## config.mk

```make
export PLATFORM = sky130hd
export DESIGN_NAME = rrr_exec
export DESIGN_NICKNAME = d
export VERILOG_FILES = /design/src/logic/rrr_pkg.sv /design/src/logic/rrr_rot_if.sv /design/src/logic/rrr_rotator.sv /design/src/logic/rrr_exec.sv
export VERILOG_INCLUDE_DIRS = /design/src /design/src/logic
export SDC_FILE = /design/constraint.sdc
export NUM_CORES = 1
export LEC_CHECK = 0
export BUFFER_PORTS_ARGS = -buffer_cell sky130_fd_sc_hd__buf_2
export CORE_ASPECT_RATIO = 0.8
export CORE_UTILIZATION = 35
export DETAILED_ROUTE_END_ITERATION = 7
export SYNTH_ARGS = -nofsm -noshare
export SYNTH_HDL_FRONTEND = slang
export SYNTH_HIERARCHICAL = 1
export SYNTH_SLANG_ARGS = --single-unit
```

## constraint.sdc

```tcl
create_clock -name clk_i -period 2.95 [get_ports clk_i]
set_clock_uncertainty 0.1 [all_clocks]
set_input_delay 0.295 -clock clk_i [delete_from_list [all_inputs] [get_ports clk_i]]
set_output_delay 0.295 -clock clk_i [all_outputs]
set_load 0.02 [all_outputs]
```

## src/logic/rrr_defines.svh

```systemverilog
`ifndef RRR_DEFINES_SVH
`define RRR_DEFINES_SVH

// Program counter width
`define RRR_PC_W 15
// Register offsets on the Wishbone bus (byte addresses)
`define RRR_OFS_WORK 8'h00
`define RRR_OFS_STATUS 8'h04
`define RRR_OFS_INTCTL 8'h08
`define RRR_OFS_PWRCTL 8'h0c
`define RRR_OFS_PC 8'h10
`define RRR_OFS_CORE 8'h14
// Field positions
`define RRR_BIT_CARRY 0
`define RRR_BIT_DCARRY 1
`define RRR_BIT_ZERO 2
`define RRR_BIT_GLB_IE 7
`define RRR_BIT_RST_INSTR 2
`define RRR_BIT_BUSY 0
// Reset values
`define RRR_RST_WORK 8'h00
`define RRR_RST_INTCTL 8'h00
`define RRR_RST_PC 15'h0000
// Reset instruction flag reads 1 after a hardware reset
`define RRR_RST_RST_INSTR 1'b1

`endif

```

## src/logic/rrr_pkg.sv

```systemverilog
package rrr_pkg;
  `include "rrr_defines.svh"

  // Operation handed over by the decode stage
  typedef enum logic [6:0] {
    RRR_OP_NONE = 7'h01,
    RRR_OP_SW_RESET = 7'h02,
    RRR_OP_RET_INT = 7'h04,
    RRR_OP_RET_SUB = 7'h08,
    RRR_OP_RET_LIT = 7'h10,
    RRR_OP_ROT_LEFT = 7'h20,
    RRR_OP_ROT_RIGHT = 7'h40
  } rrr_op_t;

  // Sequencer states, one-hot
  typedef enum logic [1:0] {
    RRR_ST_IDLE = 2'h1,
    RRR_ST_FLUSH = 2'h2
  } rrr_state_t;

  // Whole state of the executor
  typedef struct packed {
    rrr_state_t st;
    logic [7:0] work;
    logic carry;
    logic dcarry;
    logic zero;
    logic [7:0] intctl;
    logic rst_instr;
    logic [`RRR_PC_W-1:0] pc;
    logic pc_load;
    logic pop;
    logic fwe;
    logic [6:0] faddr;
    logic [7:0] fdata;
    logic swrst;
    logic ack;
    logic [31:0] rdata;
  } rrr_regs_t;
endpackage

```

## src/logic/rrr_rot_if.sv

```systemverilog
`timescale 1ns/1ps
// Rotate-through-carry request and result
interface rrr_rot_if;
  logic left; // High rotates left, low rotates right
  logic [7:0] din; // Operand
  logic cin; // Old carry
  logic [7:0] dout; // Rotated value
  logic cout; // New carry
  modport core (output left, output din, output cin,
                input dout, input cout);
  modport unit (input left, input din, input cin,
                output dout, output cout);
endinterface

```

## src/logic/rrr_rotator.sv

```systemverilog
`timescale 1ns/1ps
// Rotates one byte by one place through the carry
module rrr_rotator (
  rrr_rot_if.unit rot
);
  import rrr_pkg::*;

  // Pure combinational rotate
  always_comb begin
    if (rot.left) begin
      // Old carry enters bit 0, old bit 7 leaves
      rot.dout = {rot.din[6:0], rot.cin};
      rot.cout = rot.din[7];
    end else begin
      // Old carry enters bit 7, old bit 0 leaves
      rot.dout = {rot.cin, rot.din[7:1]};
      rot.cout = rot.din[0];
    end
  end
endmodule

```

## src/logic/rrr_exec.sv

```systemverilog
`timescale 1ns/1ps
`include "rrr_defines.svh"
module rrr_exec (
  input wire logic clk_i,
  input wire logic rst_i,
  // Decode stage
  input wire logic instr_valid_i,
  input wire rrr_pkg::rrr_op_t op_i,
  input wire logic [7:0] literal_i,
  input wire logic [6:0] faddr_i,
  input wire logic dest_i,
  input wire logic [7:0] file_data_i,
  output logic ready_o,
  // Return stack
  input wire logic [`RRR_PC_W-1:0] stack_top_i,
  output logic stack_pop_o,
  // Program counter
  output logic pc_load_o,
  output logic [`RRR_PC_W-1:0] pc_o,
  // File register write port
  output logic file_we_o,
  output logic [6:0] file_addr_o,
  output logic [7:0] file_wdata_o,
  // Core state
  output logic [7:0] work_o,
  output logic carry_o,
  output logic glb_ie_o,
  output logic soft_reset_o,
  // Wishbone slave
  input wire logic wb_cyc_i,
  input wire logic wb_stb_i,
  input wire logic wb_we_i,
  input wire logic [7:0] wb_adr_i,
  input wire logic [3:0] wb_sel_i,
  input wire logic [31:0] wb_dat_i,
  output logic [31:0] wb_dat_o,
  output logic wb_ack_o
);
  import rrr_pkg::*;

  rrr_regs_t q; // Current state
  rrr_regs_t d; // Next state
  rrr_regs_t rst_val; // Value after a hardware reset
  logic accept; // Instruction taken this cycle
  logic bus_req; // New bus access this cycle
  logic bus_wr; // New bus write to the low byte
  logic [31:0] keep_rdata; // Read data of this cycle's bus access
  logic sw_take; // Software reset taken this cycle
  rrr_rot_if rot(); // Link to the rotator

  // Rotator sees the addressed file register and the old carry
  assign rot.left = (op_i == RRR_OP_ROT_LEFT);
  assign rot.din = file_data_i;
  assign rot.cin = q.carry;

  rrr_rotator u_rot (
    .rot(rot)
  );

  // Reset image shared by hardware and software reset
  always_comb begin
    rst_val = '0;
    rst_val.st = RRR_ST_IDLE;
    rst_val.work = `RRR_RST_WORK;
    rst_val.intctl = `RRR_RST_INTCTL;
    rst_val.rst_instr = `RRR_RST_RST_INSTR;
    rst_val.pc = `RRR_RST_PC;
  end

  // Handshakes
  assign ready_o = (q.st == RRR_ST_IDLE);
  assign accept = instr_valid_i && ready_o;
  assign bus_req = wb_cyc_i && wb_stb_i && !q.ack;
  assign bus_wr = bus_req && wb_we_i && wb_sel_i[0];
  assign sw_take = accept && (op_i == RRR_OP_SW_RESET);

  // Next state
  always_comb begin
    d = q;
    d.pc_load = 1'b0;
    d.pop = 1'b0;
    d.fwe = 1'b0;
    d.swrst = 1'b0;
    d.ack = 1'b0;
    // Bus access, answered one cycle later
    if (bus_req) begin
      d.ack = 1'b1;
      d.rdata = 32'h0000_0000;
      if (wb_adr_i == `RRR_OFS_WORK) begin
        d.rdata[7:0] = q.work;
      end else if (wb_adr_i == `RRR_OFS_STATUS) begin
        d.rdata[`RRR_BIT_CARRY] = q.carry;
        d.rdata[`RRR_BIT_DCARRY] = q.dcarry;
        d.rdata[`RRR_BIT_ZERO] = q.zero;
      end else if (wb_adr_i == `RRR_OFS_INTCTL) begin
        d.rdata[7:0] = q.intctl;
      end else if (wb_adr_i == `RRR_OFS_PWRCTL) begin
        d.rdata[`RRR_BIT_RST_INSTR] = q.rst_instr;
      end else if (wb_adr_i == `RRR_OFS_PC) begin
        d.rdata[`RRR_PC_W-1:0] = q.pc;
      end else if (wb_adr_i == `RRR_OFS_CORE) begin
        d.rdata[`RRR_BIT_BUSY] = (q.st != RRR_ST_IDLE);
      end
      // Writes touch the low byte only
      if (bus_wr) begin
        if (wb_adr_i == `RRR_OFS_WORK) begin
          d.work = wb_dat_i[7:0];
        end else if (wb_adr_i == `RRR_OFS_STATUS) begin
          d.carry = wb_dat_i[`RRR_BIT_CARRY];
          d.dcarry = wb_dat_i[`RRR_BIT_DCARRY];
          d.zero = wb_dat_i[`RRR_BIT_ZERO];
        end else if (wb_adr_i == `RRR_OFS_INTCTL) begin
          d.intctl = wb_dat_i[7:0];
        end else if (wb_adr_i == `RRR_OFS_PWRCTL) begin
          d.rst_instr = wb_dat_i[`RRR_BIT_RST_INSTR];
        end
      end
    end
    // Kept so a software reset still answers a read with fresh data
    keep_rdata = d.rdata;
    // Instruction execution overrides a bus write in the same cycle
    case (q.st)
      RRR_ST_IDLE: begin
        if (instr_valid_i) begin
          case (op_i)
            RRR_OP_SW_RESET: begin
              // Core back to reset image, reset instruction flag cleared
              d = rst_val;
              d.swrst = 1'b1;
              d.rst_instr = 1'b0;
              d.ack = bus_req;
              d.rdata = keep_rdata;
            end
            RRR_OP_RET_INT: begin
              // Pop, load PC, re-enable interrupts
              d.pop = 1'b1;
              d.pc = stack_top_i;
              d.pc_load = 1'b1;
              d.intctl[`RRR_BIT_GLB_IE] = 1'b1;
              d.st = RRR_ST_FLUSH;
            end
            RRR_OP_RET_SUB: begin
              // Pop and load PC, enable left as is
              d.pop = 1'b1;
              d.pc = stack_top_i;
              d.pc_load = 1'b1;
              d.st = RRR_ST_FLUSH;
            end
            RRR_OP_RET_LIT: begin
              // Literal into work register, then return
              d.work = literal_i;
              d.pop = 1'b1;
              d.pc = stack_top_i;
              d.pc_load = 1'b1;
              d.st = RRR_ST_FLUSH;
            end
            RRR_OP_ROT_LEFT, RRR_OP_ROT_RIGHT: begin
              // Single cycle, only carry among status bits
              d.carry = rot.cout;
              if (dest_i) begin
                // Result back into the file register
                d.fwe = 1'b1;
                d.faddr = faddr_i;
                d.fdata = rot.dout;
              end else begin
                // Result into the work register
                d.work = rot.dout;
              end
            end
            default: begin
              d.st = RRR_ST_IDLE;
            end
          endcase
        end
      end
      RRR_ST_FLUSH: begin
        // Second cycle of a return, fetch refills
        d.st = RRR_ST_IDLE;
      end
      default: begin
        d.st = RRR_ST_IDLE;
      end
    endcase
  end

  // State register
  always_ff @(posedge clk_i) begin
    if (rst_i) begin
      q <= rst_val;
    end else begin
      q <= d;
    end
  end

  // Outputs straight from flip-flops
  assign stack_pop_o = q.pop;
  assign pc_load_o = q.pc_load;
  assign pc_o = q.pc;
  assign file_we_o = q.fwe;
  assign file_addr_o = q.faddr;
  assign file_wdata_o = q.fdata;
  assign work_o = q.work;
  assign carry_o = q.carry;
  assign glb_ie_o = q.intctl[`RRR_BIT_GLB_IE];
  assign soft_reset_o = q.swrst;
  assign wb_ack_o = q.ack;
  assign wb_dat_o = q.rdata;

  // Software reset pulses and restores the reset image
  property p_sw_reset;
    @(posedge clk_i) disable iff (rst_i)
    sw_take |=>
      soft_reset_o && pc_o == `RRR_RST_PC && work_o == `RRR_RST_WORK
      ##1 (!soft_reset_o || $past(sw_take));
  endproperty
  a_sw_reset: assert property (p_sw_reset)
    else $error("software reset image wrong");

  // Software reset leaves the flag cleared
  property p_rst_flag;
    @(posedge clk_i) disable iff (rst_i)
    accept && op_i == RRR_OP_SW_RESET |=> !q.rst_instr;
  endproperty
  a_rst_flag: assert property (p_rst_flag)
    else $error("reset instruction flag not cleared");

  // Interrupt return pops into PC and holds off for one cycle
  property p_ret_int;
    @(posedge clk_i) disable iff (rst_i)
    accept && op_i == RRR_OP_RET_INT |=>
      stack_pop_o && pc_o == $past(stack_top_i) && !ready_o
      ##1 ready_o && !stack_pop_o;
  endproperty
  a_ret_int: assert property (p_ret_int)
    else $error("interrupt return timing or PC wrong");

  // Interrupt return enables interrupts
  property p_glb_ie;
    @(posedge clk_i) disable iff (rst_i)
    accept && op_i == RRR_OP_RET_INT |=> glb_ie_o;
  endproperty
  a_glb_ie: assert property (p_glb_ie)
    else $error("interrupt enable not set");

  // Subroutine return keeps the enable and takes two cycles
  property p_ret_sub;
    @(posedge clk_i) disable iff (rst_i)
    accept && op_i == RRR_OP_RET_SUB && !bus_wr |=>
      glb_ie_o == $past(glb_ie_o) && pc_o == $past(stack_top_i)
      && !ready_o ##1 ready_o;
  endproperty
  a_ret_sub: assert property (p_ret_sub)
    else $error("subroutine return wrong");

  // Literal return loads work register and PC
  property p_ret_lit;
    @(posedge clk_i) disable iff (rst_i)
    accept && op_i == RRR_OP_RET_LIT |=>
      work_o == $past(literal_i) && pc_load_o && !ready_o;
  endproperty
  a_ret_lit: assert property (p_ret_lit)
    else $error("literal return wrong");

  // Left rotate result and carry
  property p_rot_left;
    @(posedge clk_i) disable iff (rst_i)
    accept && op_i == RRR_OP_ROT_LEFT && !dest_i |=>
      carry_o == $past(file_data_i[7])
      && work_o == {$past(file_data_i[6:0]), $past(carry_o)};
  endproperty
  a_rot_left: assert property (p_rot_left)
    else $error("left rotate wrong");

  // Right rotate result and carry
  property p_rot_right;
    @(posedge clk_i) disable iff (rst_i)
    accept && op_i == RRR_OP_ROT_RIGHT && dest_i |=>
      carry_o == $past(file_data_i[0]) && file_we_o
      && file_wdata_o == {$past(carry_o), $past(file_data_i[7:1])};
  endproperty
  a_rot_right: assert property (p_rot_right)
    else $error("right rotate wrong");

  // Destination bit steers the result
  property p_dest;
    @(posedge clk_i) disable iff (rst_i)
    accept && (op_i == RRR_OP_ROT_LEFT || op_i == RRR_OP_ROT_RIGHT)
    |=> file_we_o == $past(dest_i)
      && (!file_we_o || file_addr_o == $past(faddr_i));
  endproperty
  a_dest: assert property (p_dest)
    else $error("rotate destination wrong");

  // Rotate keeps zero and digit carry, stays ready
  property p_rot_flags;
    @(posedge clk_i) disable iff (rst_i)
    accept && (op_i == RRR_OP_ROT_LEFT || op_i == RRR_OP_ROT_RIGHT)
    && !bus_wr |=> $stable(q.zero) && $stable(q.dcarry) && ready_o;
  endproperty
  a_rot_flags: assert property (p_rot_flags)
    else $error("rotate touched other flags");

  c_ret_int: cover property (@(posedge clk_i) disable iff (rst_i)
    accept && op_i == RRR_OP_RET_INT);
  c_ret_lit: cover property (@(posedge clk_i) disable iff (rst_i)
    accept && op_i == RRR_OP_RET_LIT);
  c_rot_file: cover property (@(posedge clk_i) disable iff (rst_i)
    accept && op_i == RRR_OP_ROT_LEFT && dest_i);
  c_sw_reset: cover property (@(posedge clk_i) disable iff (rst_i)
    accept && op_i == RRR_OP_SW_RESET);
endmodule

```

* Word-level counts from Yosys, hierarchy flattened *
Cells that the tools add are included.

operators by class
  bitwise operators = 3
  add/subtract/negate cells = 0
  reduce and logical (&&, ||, !) cells = 15
  $lt $le $gt $ge = 0
  muxes and demuxes = 46
  equality and inequality tests = 14
  multipliers = 0
  shifts and indexed selects = 0
  divide/modulo/power cells = 0

operator list
  cell                count
  $mux 87             2
  $mux 12             7
  $mux 14             6
  $mux 8              7
  $mux 20             2
  $mux 34             1
  $pmux 17 s2         1
  $mux 33             1
  $pmux 16 s2         1
  $pmux 8 s3          1
  $eq 8x4->1 const B  2
  $eq 8x5->1 const B  2
  $mux 16             1
  $mux 7              2
  $mux 9              1
  $eq 8x3->1 const B  1
  $logic_not 8->1     1
  $eq 7x2->1 const B  1
  $eq 7x3->1 const B  1
  $eq 7x4->1 const B  1
  $eq 7x5->1 const B  1
  $eq 7x6->1 const B  1
  $eq 7x7->1 const B  1
  $mux 1              6
  16 further kinds    27

word-level totals
  memory bits (read-only) = 0
  bits in registers = 89
  latch bits = 0
  output and inout bits = 78
  bits in writable memories = 0
  memories kept = 0

* Depth between registers and ports, before layout *
Gate-level depths: netlist of the first run.

  word-level depth = 19
  gate-level depth with buffers = 7
  gate-level depth less buffers = 6

* By module *
Netlist of the first run, hierarchy kept.

by module, submodules not included
  module       area each (sq um)  cells an instance  times used
  rrr_exec     3480.8             373                1
  rrr_rotator  146.4              10                 1

* Worst setup path after synthesis of the first run *
Ideal clock, no wire load.

  path type = input to register
  start = in op_i[1]
  end = reg q, in the netlist work_o[0]
  data arrival time = 1.977 ns
  slack = 0.746 ns
  required time = 2.722 ns
  stages = 7
  path through = or4_4 > nor4b_1 > buf_6 > mux2_4 > a22oi_1 > o22a_1 > nor2_1

on the way
  word-level cells in the longest chain between the ends = 6
  elaborated cells between the ends (all ways) = 10

ends and longest elaborated chain
  element               line               RTL
  from (decl)           rrr_exec.sv:8      input wire rrr_pkg::rrr_op_t op_i,
  $eq 7x6->1            rrr_exec.sv:52     assign rot.left = (op_i == RRR_OP_ROT_LEFT);
  via rot.left          rrr_rot_if.sv:4    logic left;
  $mux 8                rrr_rotator.sv:10  if (rot.left) begin
  via rot.dout[0]       rrr_rot_if.sv:7    logic [7:0] dout;
  $mux 8                rrr_exec.sv:160    if (dest_i) begin
  $pmux 8 s3            rrr_exec.sv:125    case (op_i)
  $mux 87               rrr_exec.sv:124    if (instr_valid_i) begin
  $mux 87               rrr_exec.sv:122    case (q.st)
  to (signal assigned)  rrr_exec.sv:189    q <= rst_val;
  to (decl)             rrr_exec.sv:41     rrr_regs_t q;

The timed path passes the listed nets, and every way through them passes these cells.
A chain may end at the register's enable or synchronous reset.

* Final worst setup path of the first run *
  start = in op_i[1]
  end = reg q, in the netlist work_o[5]

Same word-level chain as after synthesis.

==> flow_summary_export.csv, run 1 <==
group,metric,value,unit
final_layout,antenna_cells,0,
timing,hold_viol_final,0,
final_layout,multi_input_area,1630,um2
grt,grt_pass1_vias,2722,
synth,yosysTopAreaCellShare,39.2,%
timing,fin_tns_setup,0,ns
synth,avgSynthCellArea,9.47,um2
critical_path,cp_max_fo,9,
final_layout,regArea,1420,um2
timing,worst_pin_slew,1.21,ns
critical_path,arrival,2.21,ns
cts,cts_buffers,9,
run_status,status,"finished, final reports clean",
cts,post_cts_buffers,0,
critical_path,r2r_start,"q[88]$_SDFFE_PP0P_",
floorplan,io_pins,174,
power,power.density,520,nW/um2
final_layout,nFillCells,993,
timing,hold-worst-slack,0.0762,ns
critical_path,critPathCaptureType,"flop",
synth,yosysSeqAreaShare,39.2,%
cts,holdBufCountCts,0,
cts,clock_path_buffers,2,
grt,grt_pass1_wl,14.2,mm
routing,ant_nets,0,
cts,cts_resized,0,
floorplan,start_util,36.8,%
floorplan,core,9850,um2
routing,via_per_inst,4.96,
synth,synthesis.area,3630,um2
floorplan,fp.dieArea,10800,um2
final_layout,fin_nets,550,
synth,yosys.cell_types.count,53,
routing,drt_wl_total,9.10,mm
power,vdd_drop_max,0.271,mV
floorplan,die_y,93.1,um
floorplan,rows,32,
routing,dr.pass1.iters,5,
hold_path,min_from,"stack_top_i[4]",
routing,drtIter0Drc,171,
hold_path,hold_class,"in -> reg",
critical_path,startpoint_type,"input pin",
cts,cts_sinks,71,
final_layout,area_growth_syn_to_layout,15.8,%
grt,grt_max_degree,34,
grt,grt-ovfl-total,0,
critical_path,crit_required,3.04,ns
timing,drv_slew,0,
synth,ys_dominant_reg_cell,"dfxtp_1",
grt,grtUsageTotal,17.4,%
synth,synth_area_leaders,"dfxtp_1 39%, buf_4 15%, a22o_1 7.2%, mux2i_1 5.8%, nor2_1 4.0%",
cts,insertion_delay,0.32,ns
timing,relSlewSlack,19.1,%
routing,via_count,2946,
routing,drcViolationCount,0,
cts,root_buffer,"clkbuf_16",
floorplan,die_w,116,um
critical_path,crit_start,"op_i[1]",
timing,rsz0062_at_grt,"no",
grt,antenna_found_initial,0,
critical_path,criticalPathCategory,"in -> reg",
final_layout,fin_cells,594,
placement,place_inst,579,
placement,io_buffers,129,
placement,dp_hpwl,6.89,mm
synth,synth-async-reset-ratio,0,%
cts,tritoncts,"yes",
routing,wl_per_cell,15.3,um
timing,finalSetupViolations,0,
final_layout,layout-drive-gt1-share,36.2,%
synth,synth-edff-count,0,
cts,clk_pin_slew,0.05,ns
synth,ys_ff_latch,71,
synth,synthCells,383,
power,leakage,1.95,nW
cts,cts_max_level,3,
placement,place_congestion,0.787,
synth,synth_warnings,6,
flow_run,maxCapViolCount,0,
timing,fin_crit,2.12,ns
synth,synthTopCellsByCount,"71 x buf_4, 71 x dfxtp_1, 39 x nor2_1",
timing,fmax,472,MHz
timing,period_share,71.8,%
synth,yosys.area.top_type,"dfxtp_1",
-- flip-flops by register name, summed over array words and instances (netlist names) --
name	flops
wb_ack_o	1
work_o	8
pc_o	15
file_we_o	1
glb_ie_o	1
file_wdata_o	8
soft_reset_o	1
pc_load_o	1
wb_dat_o	15
carry_o	1
q	12
file_addr_o	7
-- layout by cell type, fill, tap and decap left out, types with 3 or more instances in the layout --
cell,n
dfxtp_1,71
buf_2,129
mux2_4,9
a22oi_1,8
conb_1,17
o21ai_0,3
buf_4,6
nor4_1,4
nor2_1,39
a221oi_1,7
clkbuf_16,9
nand3_1,10
a211oi_1,6
nor3_1,3
o22a_1,8
a21oi_1,13
mux2i_1,21
a22o_1,30
nand2_1,20
-- power breakdown --
group          switching [W]  leakage (nW)  total [W]  internal [W]
clock network       0.000381         0.135    0.00103      0.000647
logic               0.000114          1.24   0.000183     0.0000692
registers         0.00000466         0.573   0.000972      0.000968
total               0.000500          1.95    0.00218       0.00168
-- stage by stage --
| stage | power [W] | instance area (um2) | utilization, % | setup slack [ns] |
|---|---|---|---|---|
| detailed placement | 0.00118 | 3920 | 39.8 | 0.486 |
| global placement | 0.00117 | 3920 | 39.8 | 0.521 |
| CTS | 0.00221 | 4200 | 42.6 | 0.826 |
| global route | 0.00228 | 4200 | 42.6 | 0.741 |
| finish | 0.00218 | 4200 | 42.6 | 0.831 |
| floorplan | 0.00112 | 3690 | - | 0.746 |
-- final timing paths --
check,to,slack (ns),depth (start not counted)
worst max-delay path,work_o[5]$_SDFF_PP0_,0.83,8
worst min-delay path,pc_o[4]$_SDFFE_PP0P_,0.08,2
worst max register to register,pc_o[9]$_SDFFE_PP0P_,0.93,4
worst min register to register,wb_dat_o[2]$_SDFFE_PP0N_,0.35,2
-- cell type report --
type	instances	area share [%]
well taps	136	4.05
clock buffers	11	5.54
inverters	2	0.179
clock inverters	4	1.13
multi-input cells	235	38.8
repair buffers	135	16.4
flip-flops and latches	71	33.8
-- layer usage --
| layer | GRT usage [%] | vias to the layer above | routed length, um |
|---|---|---|---|
| met2 | 26.2 | 117 | 4110 |
| met4 | 5.24 | 0 | 99 |
| met5 | 0 | - | 0 |
| met1 | 23.7 | 1382 | 4250 |
| li1 | - | 1439 | - |
| met3 | 5.12 | 8 | 644 |
-- critical path, cell delays in order --
cell	delay, ns
buf_2	0.13
or4_4	0.57
nor4b_2	0.22
buf_4	0.25
mux2_4	0.32
a22oi_1	0.21
o22a_1	0.16
nor2_1	0.03
-- cells by family after synthesis --
| kind of cell | share of synthesized area, % |
|---|---|
| xor gates and xnor gates | 0.725 |
| muxes | 9.52 |
| other | 0.103 |
| AOI/OAI and AO/OA | 18.1 |
| and+or+nand+nor | 14.5 |
| DFF | 39.2 |
| buffers and inverters | 17.9 |
No activity file was read; power rests on OpenSTA's default activity.
==> inputs of run 2 (changes only) <==
--- a/config.mk
+++ b/config.mk
@@ -10,6 +10,7 @@
 export CORE_ASPECT_RATIO = 0.8
 export CORE_UTILIZATION = 35
 export DETAILED_ROUTE_END_ITERATION = 7
+export PLACE_DENSITY = 0.66
 export SYNTH_ARGS = -nofsm -noshare
 export SYNTH_HDL_FRONTEND = slang
 export SYNTH_HIERARCHICAL = 1
==> constraint.sdc (replaced) <==
create_clock -name clk_i -period 1.72 [get_ports clk_i]
set_clock_uncertainty 0.1 [all_clocks]
set_input_delay 0.172 -clock clk_i [delete_from_list [all_inputs] [get_ports clk_i]]
set_output_delay 0.172 -clock clk_i [all_outputs]
set_load 0.02 [all_outputs]
==> flow_summary_export.csv, run 2 (synthesized netlist as in run 1, its figures left out) <==
group,metric,value,unit
run_status,status,"finished, violations left",
run_status,failed_checks,"negative setup slack",
power,clock_power_share,47.0,%
power,vdd_drop_max,0.413,mV
final_layout,layout_commonest_cell,"buf_2",
placement,dp_hpwl,7.45,mm
final_layout,antenna_cells,0,
power,pwr-share-seq,42.5,%
power,cell_internal_pwr,0.00297,W
timing,rsz0062_at_grt,"yes",
grt,grt-ovfl-total,0,
critical_path,cpMostUsedCell,"buf_6",
flow_run,maxCapViolCount,0,
grt,grtUsageTotal,18.9,%
grt,grtUsageMet1,24.3,%
floorplan,start_util,36.8,%
routing,drcViolationCount,0,
routing,via_per_inst,4.94,
timing,final.setup.worst_slack,-0.174,ns
grt,grt_pass1_vias,3161,
cts,clock_path_buffers,2,
cts,cts_max_level,3,
grt,grtUsageMet2,30.2,%
critical_path,cpPeakStageDelay,0.56,ns
cts,tritoncts,"yes",
critical_path,r2r_start,"q[88]$_SDFFE_PP0P_",
power,power.density,815,nW/um2
grt,busiest_layer,"met2",
grt,antenna_found_initial,0,
cts,cts_sinks,71,
final_layout,final_cell_mix,"128 x buf_2, 71 x dfxtp_1, 38 x nor2_1",
floorplan,io_pins,174,
timing,period_share,110,%
timing,hold_viol_final,0,
final_layout,layout-drive-gt1-share,40.5,%
timing,finalSetupViolations,24,
routing,wl_per_cell,15.3,um
grt,grt_max_degree,28,
power,netSwitchingPower,0.000954,W
cts,cts_buffers,9,
floorplan,fp.dieArea,10800,um2
power,leakage,2.24,nW
power,report.power.total,0.00393,W
timing,drv_slew,0,
power,p_sw_share,24.3,%
critical_path,crit_start,"op_i[1]",
critical_path,critical_path.cell_chain,"buf_6, or4_4, buf_6, or4b_4, and3b_2, o22a_1, nor2_1",
final_layout,fin_nets,602,
routing,drtIter0Drc,133,
cts,root_buffer,"clkbuf_16",
grt,grt_pass1_wl,15.6,mm
power,combPwrFrac,10.5,%
hold_path,min_from,"wb_dat_i[0]",
final_layout,area_growth_syn_to_layout,32.7,%
timing,hold-worst-slack,0.0182,ns
critical_path,crit_required,1.89,ns
hold_path,hold_class,"in -> reg",
critical_path,startpoint_type,"input pin",
critical_path,criticalPathCategory,"in -> reg",
timing,fin_crit,1.89,ns
grt,grt_use_met3,5.18,%
routing,via_count,3196,
floorplan,die_w,116,um
floorplan,rows,32,
routing,dr.pass1.iters,5,
critical_path,slowest_stage,"or4_4",
critical_path,critPathCaptureType,"flop",
critical_path,arrival,2.06,ns
placement,place_congestion,0.804,
routing,ant_nets,0,
cts,insertion_delay,0.33,ns
timing,fmax,528,MHz
cts,clk_pin_slew,0.06,ns
timing,fin_tns_setup,-3.52,ns
routing,drt_wl_total,9.89,mm
critical_path,cp_max_fo,8,
floorplan,die_y,93.1,um
placement,io_buffers,129,
floorplan,core,9850,um2
## run 2: timing repair
action | CTS | global route
pin swaps | 4 | 4
hold buffers | 25 | 0
setup endpoints to repair | 24 | 25
gates resized for setup | 12 | 1
setup buffers | 1 | 0
endpoints found under the hold margin | 25 | 0
## run 2: final cells by class
cell class / instances / area, um2
fillers: 959 / 5030
multi-input cells: 235 / 1700
flip-flops and latches: 71 / 1420
repair buffers: 187 / 1220
clock buffers: 9 / 225
well taps: 136 / 170
clock inverters: 7 / 73.8
inverters: 2 / 7.51
## run 2: final timing paths
path                            cells after the start  slack (ns)                        end
worst max-delay path                                7       -0.17       work_o[4]$_SDFF_PP0_
worst min register to register                      2        0.35  wb_dat_o[14]$_SDFFE_PP0N_
worst min-delay path                                3        0.02           q[68]$_SDFF_PP0_
worst max register to register                      6        0.09       work_o[4]$_SDFF_PP0_
## run 2: critical path, delay by kind of cell
kind,cells,cell delay [ns]
AOI/OAI and AO/OA,1,0.19
and+or+nand+nor,4,1.46
buffers and inverters,2,0.23
## run 2: routing by layer
layer	wire length (um)	share of wire, %	vias to the layer above
li1	-	-	1541
met5	0	0	-
met4	154	1.6	0
met3	572	5.8	15
met2	4700	48	111
met1	4460	45	1529
## run 2: metrics by stage
step | utilization, % | setup slack [ns] | area, um2 | instances
floorplan | - | -0.276 | 3720 | 399
global placement | 42.6 | -0.512 | 4200 | 605
detailed placement | 42.6 | -0.542 | 4200 | 605
CTS | 48.9 | -0.154 | 4810 | 647
global route | 48.9 | -0.214 | 4810 | 647
finish | 48.9 | -0.174 | 4810 | 647
## run 2: power by group through the flow
stage | Clock (W) | Sequential [W] | Combinational [W]
after global routing | 0.00197 | 0.00167 | 0.000446
after CTS | 0.00189 | 0.00167 | 0.000409
after detailed placement | 0 | 0.00170 | 0.000356
after global placement | 0 | 0.00170 | 0.000347
after floorplan | 0 | 0.00170 | 0.000224
final | 0.00185 | 0.00167 | 0.000413
==> inputs of run 3 (changes only) <==
--- a/config.mk
+++ b/config.mk
@@ -7,10 +7,12 @@
 export NUM_CORES = 1
 export LEC_CHECK = 0
 export BUFFER_PORTS_ARGS = -buffer_cell sky130_fd_sc_hd__buf_2
+export CELL_PAD_IN_SITES_DETAIL_PLACEMENT = 0
+export CELL_PAD_IN_SITES_GLOBAL_PLACEMENT = 2
 export CORE_ASPECT_RATIO = 0.8
-export CORE_UTILIZATION = 35
+export CORE_UTILIZATION = 24
 export DETAILED_ROUTE_END_ITERATION = 7
-export PLACE_DENSITY = 0.66
+export PLACE_DENSITY_LB_ADDON = 0.1
 export SYNTH_ARGS = -nofsm -noshare
 export SYNTH_HDL_FRONTEND = slang
 export SYNTH_HIERARCHICAL = 1
==> flow_summary_export.csv, run 3 (synthesized netlist as in run 1, its figures left out) <==
group,metric,value,unit
timing,drv_slew,0,
timing,fin_tns_setup,-1.68,ns
run_status,status,"finished, violations left",
final_layout,antenna_cells,0,
final_layout,fin_cells,703,
timing,relSlewSlack,53.3,%
power,power.density,802,nW/um2
floorplan,fp.dieArea,15600,um2
hold_path,hold_class,"in -> reg",
power,combPwrFrac,10.7,%
cts,tritoncts,"yes",
cts,insertion_delay,0.34,ns
critical_path,cpPeakStageDelay,0.57,ns
run_status,failed_checks,"negative setup slack",
timing,period_share,107,%
timing,final.setup.worst_slack,-0.122,ns
critical_path,r2r_start,"wb_ack_o$_SDFF_PP0_",
power,report.power.total,0.00396,W
placement,io_buffers,129,
hold_path,hold_depth,3,
timing,fmax,543,MHz
final_layout,layout_commonest_cell,"buf_2",
routing,drt_wl_total,11.0,mm
critical_path,cp_top_family,"simple AND/OR/NAND/NOR gates",
critical_path,crit_start,"op_i[1]",
power,cell_internal_pwr,0.00302,W
routing,via_count,3113,
floorplan,core,14500,um2
hold_path,min_from,"wb_dat_i[2]",
cts,clock_path_buffers,2,
grt,grtUsageTotal,14.9,%
cts,root_buffer,"clkbuf_16",
power,pwr-share-seq,42.1,%
placement,dp_hpwl,8.46,mm
grt,grt_pass1_vias,3189,
routing,wl_met2,4.80,mm
grt,grt-ovfl-total,0,
flow_run,maxCapViolCount,0,
routing,via_per_inst,4.43,
routing,routed-wl-met3,604,um
final_layout,fin_nets,610,
critical_path,cp_max_fo,9,
cts,cts_sinks,71,
critical_path,crit_buf_inv,2,
timing,hold_viol_final,0,
critical_path,startpoint_type,"input pin",
routing,drcViolationCount,0,
grt,antenna_found_initial,0,
critical_path,critPathCaptureType,"flop",
critical_path,critical_path.cell_chain,"buf_6, or4_4, nor4b_4, buf_12, mux2_4, a22oi_2, o22a_1, nor2_1",
routing,dr.pass1.iters,4,
floorplan,die_y,112,um
routing,ant_nets,0,
grt,grt_pass1_wl,17.5,mm
cts,post_cts_buffers,0,
final_layout,final_cell_mix,"127 x buf_2, 71 x dfxtp_1, 38 x nor2_1",
power,vdd_drop_max,0.417,mV
critical_path,crit_cells,8,
timing,rsz0062_at_grt,"yes",
grt,grt_max_degree,19,
cts,cts_buffers,9,
routing,wl_per_cell,15.7,um
floorplan,die_w,139,um
routing,route.top_layer_used,"met4",
floorplan,start_util,25.0,%
final_layout,area_growth_syn_to_layout,36.2,%
timing,finalSetupViolations,24,
critical_path,criticalPathCategory,"in -> reg",
cts,clk_pin_slew,0.06,ns
floorplan,io_pins,174,
placement,place_congestion,0.717,
routing,drtIter0Drc,67,
final_layout,design_area,4940,um2
final_layout,layout-drive-gt1-share,40.8,%
critical_path,slowest_stage,"or4_4",
placement,place_area,4310,um2
power,netSwitchingPower,0.000944,W
cts,cts_max_level,3,
timing,worst_pin_slew,0.700,ns
power,clock_power_share,47.2,%
routing,wl_met1,5.47,mm
floorplan,rows,39,
placement,place_inst,659,
critical_path,crit_required,1.84,ns
power,p_sw_share,23.8,%
critical_path,arrival,1.96,ns
critical_path,reg2regPathDepth,6,
timing,fin_crit,1.84,ns
timing,hold-worst-slack,0.0493,ns
power,leakage,2.27,nW
-- run 3: changes by cell type in the layout (fill, tap and decap cells not counted), moves of 2 or more --
cell	change
clkinv_4	-3
buf_4	+5
dlygate4sd3_1	+3
a22oi_1	-2
a22oi_2	+2
clkbuf_1	+3
-- run 3: per-layer routing --
layer,vias up,GRT usage [%]
met4,0,5.56
met5,-,0
met3,11,4.34
li1,1558,-
met2,89,22.9
met1,1455,19.7
-- run 3: what timing repair did --
action                                  CTS  global route
pin swaps                                 4             0
resized for setup                        12             1
endpoints found under the hold margin    29             0
endpoints found under the setup margin   24            25
hold buffers                             28             0
-- run 3: final cells by class --
type / instances / area, um2
Timing Repair Buffer: 195 / 1290
Sequential cell: 71 / 1420
Clock buffer: 13 / 250
Tap cell: 184 / 230
Multi-Input combinational cell: 235 / 1700
Inverter: 2 / 7.51
Clock inverter: 3 / 42.5
Fill cell: 1547 / 9550
-- run 3: worst reg2reg max path, delay by kind of cell, from the launching register on --
family	cells	cell delay, ns
and+or+nand+nor	3	0.42
DFF	1	0.33
muxes	1	0.27
buffers and inverters	1	0.20
AOI/OAI and AO/OA	1	0.17
-- run 3: stage by stage --
| step | worst slack, ns | utilization (%) |
|---|---|---|
| floorplan | -0.276 | - |
| global placement | -0.484 | 29.7 |
| detailed placement | -0.533 | 29.7 |
| CTS | -0.123 | 34.1 |
| global route | -0.183 | 34.1 |
| finish | -0.122 | 34.1 |
-- run 3: final timing paths --
check	slack (ns)	endpoint
worst min-delay path	0.05	q[70]$_SDFF_PP0_
worst max register to register	0.10	work_o[2]$_SDFF_PP0_
worst min register to register	0.35	wb_dat_o[8]$_SDFFE_PP0N_
worst max-delay path	-0.12	work_o[4]$_SDFF_PP0_
-- run 3: power by group through the flow --
stage | logic [W] | registers [W] | clock network, W
detailed placement | 0.000369 | 0.00170 | 0
CTS | 0.000429 | 0.00167 | 0.00196
global route | 0.000464 | 0.00167 | 0.00202
global placement | 0.000369 | 0.00170 | 0
finish | 0.000424 | 0.00167 | 0.00187
floorplan | 0.000224 | 0.00170 | 0
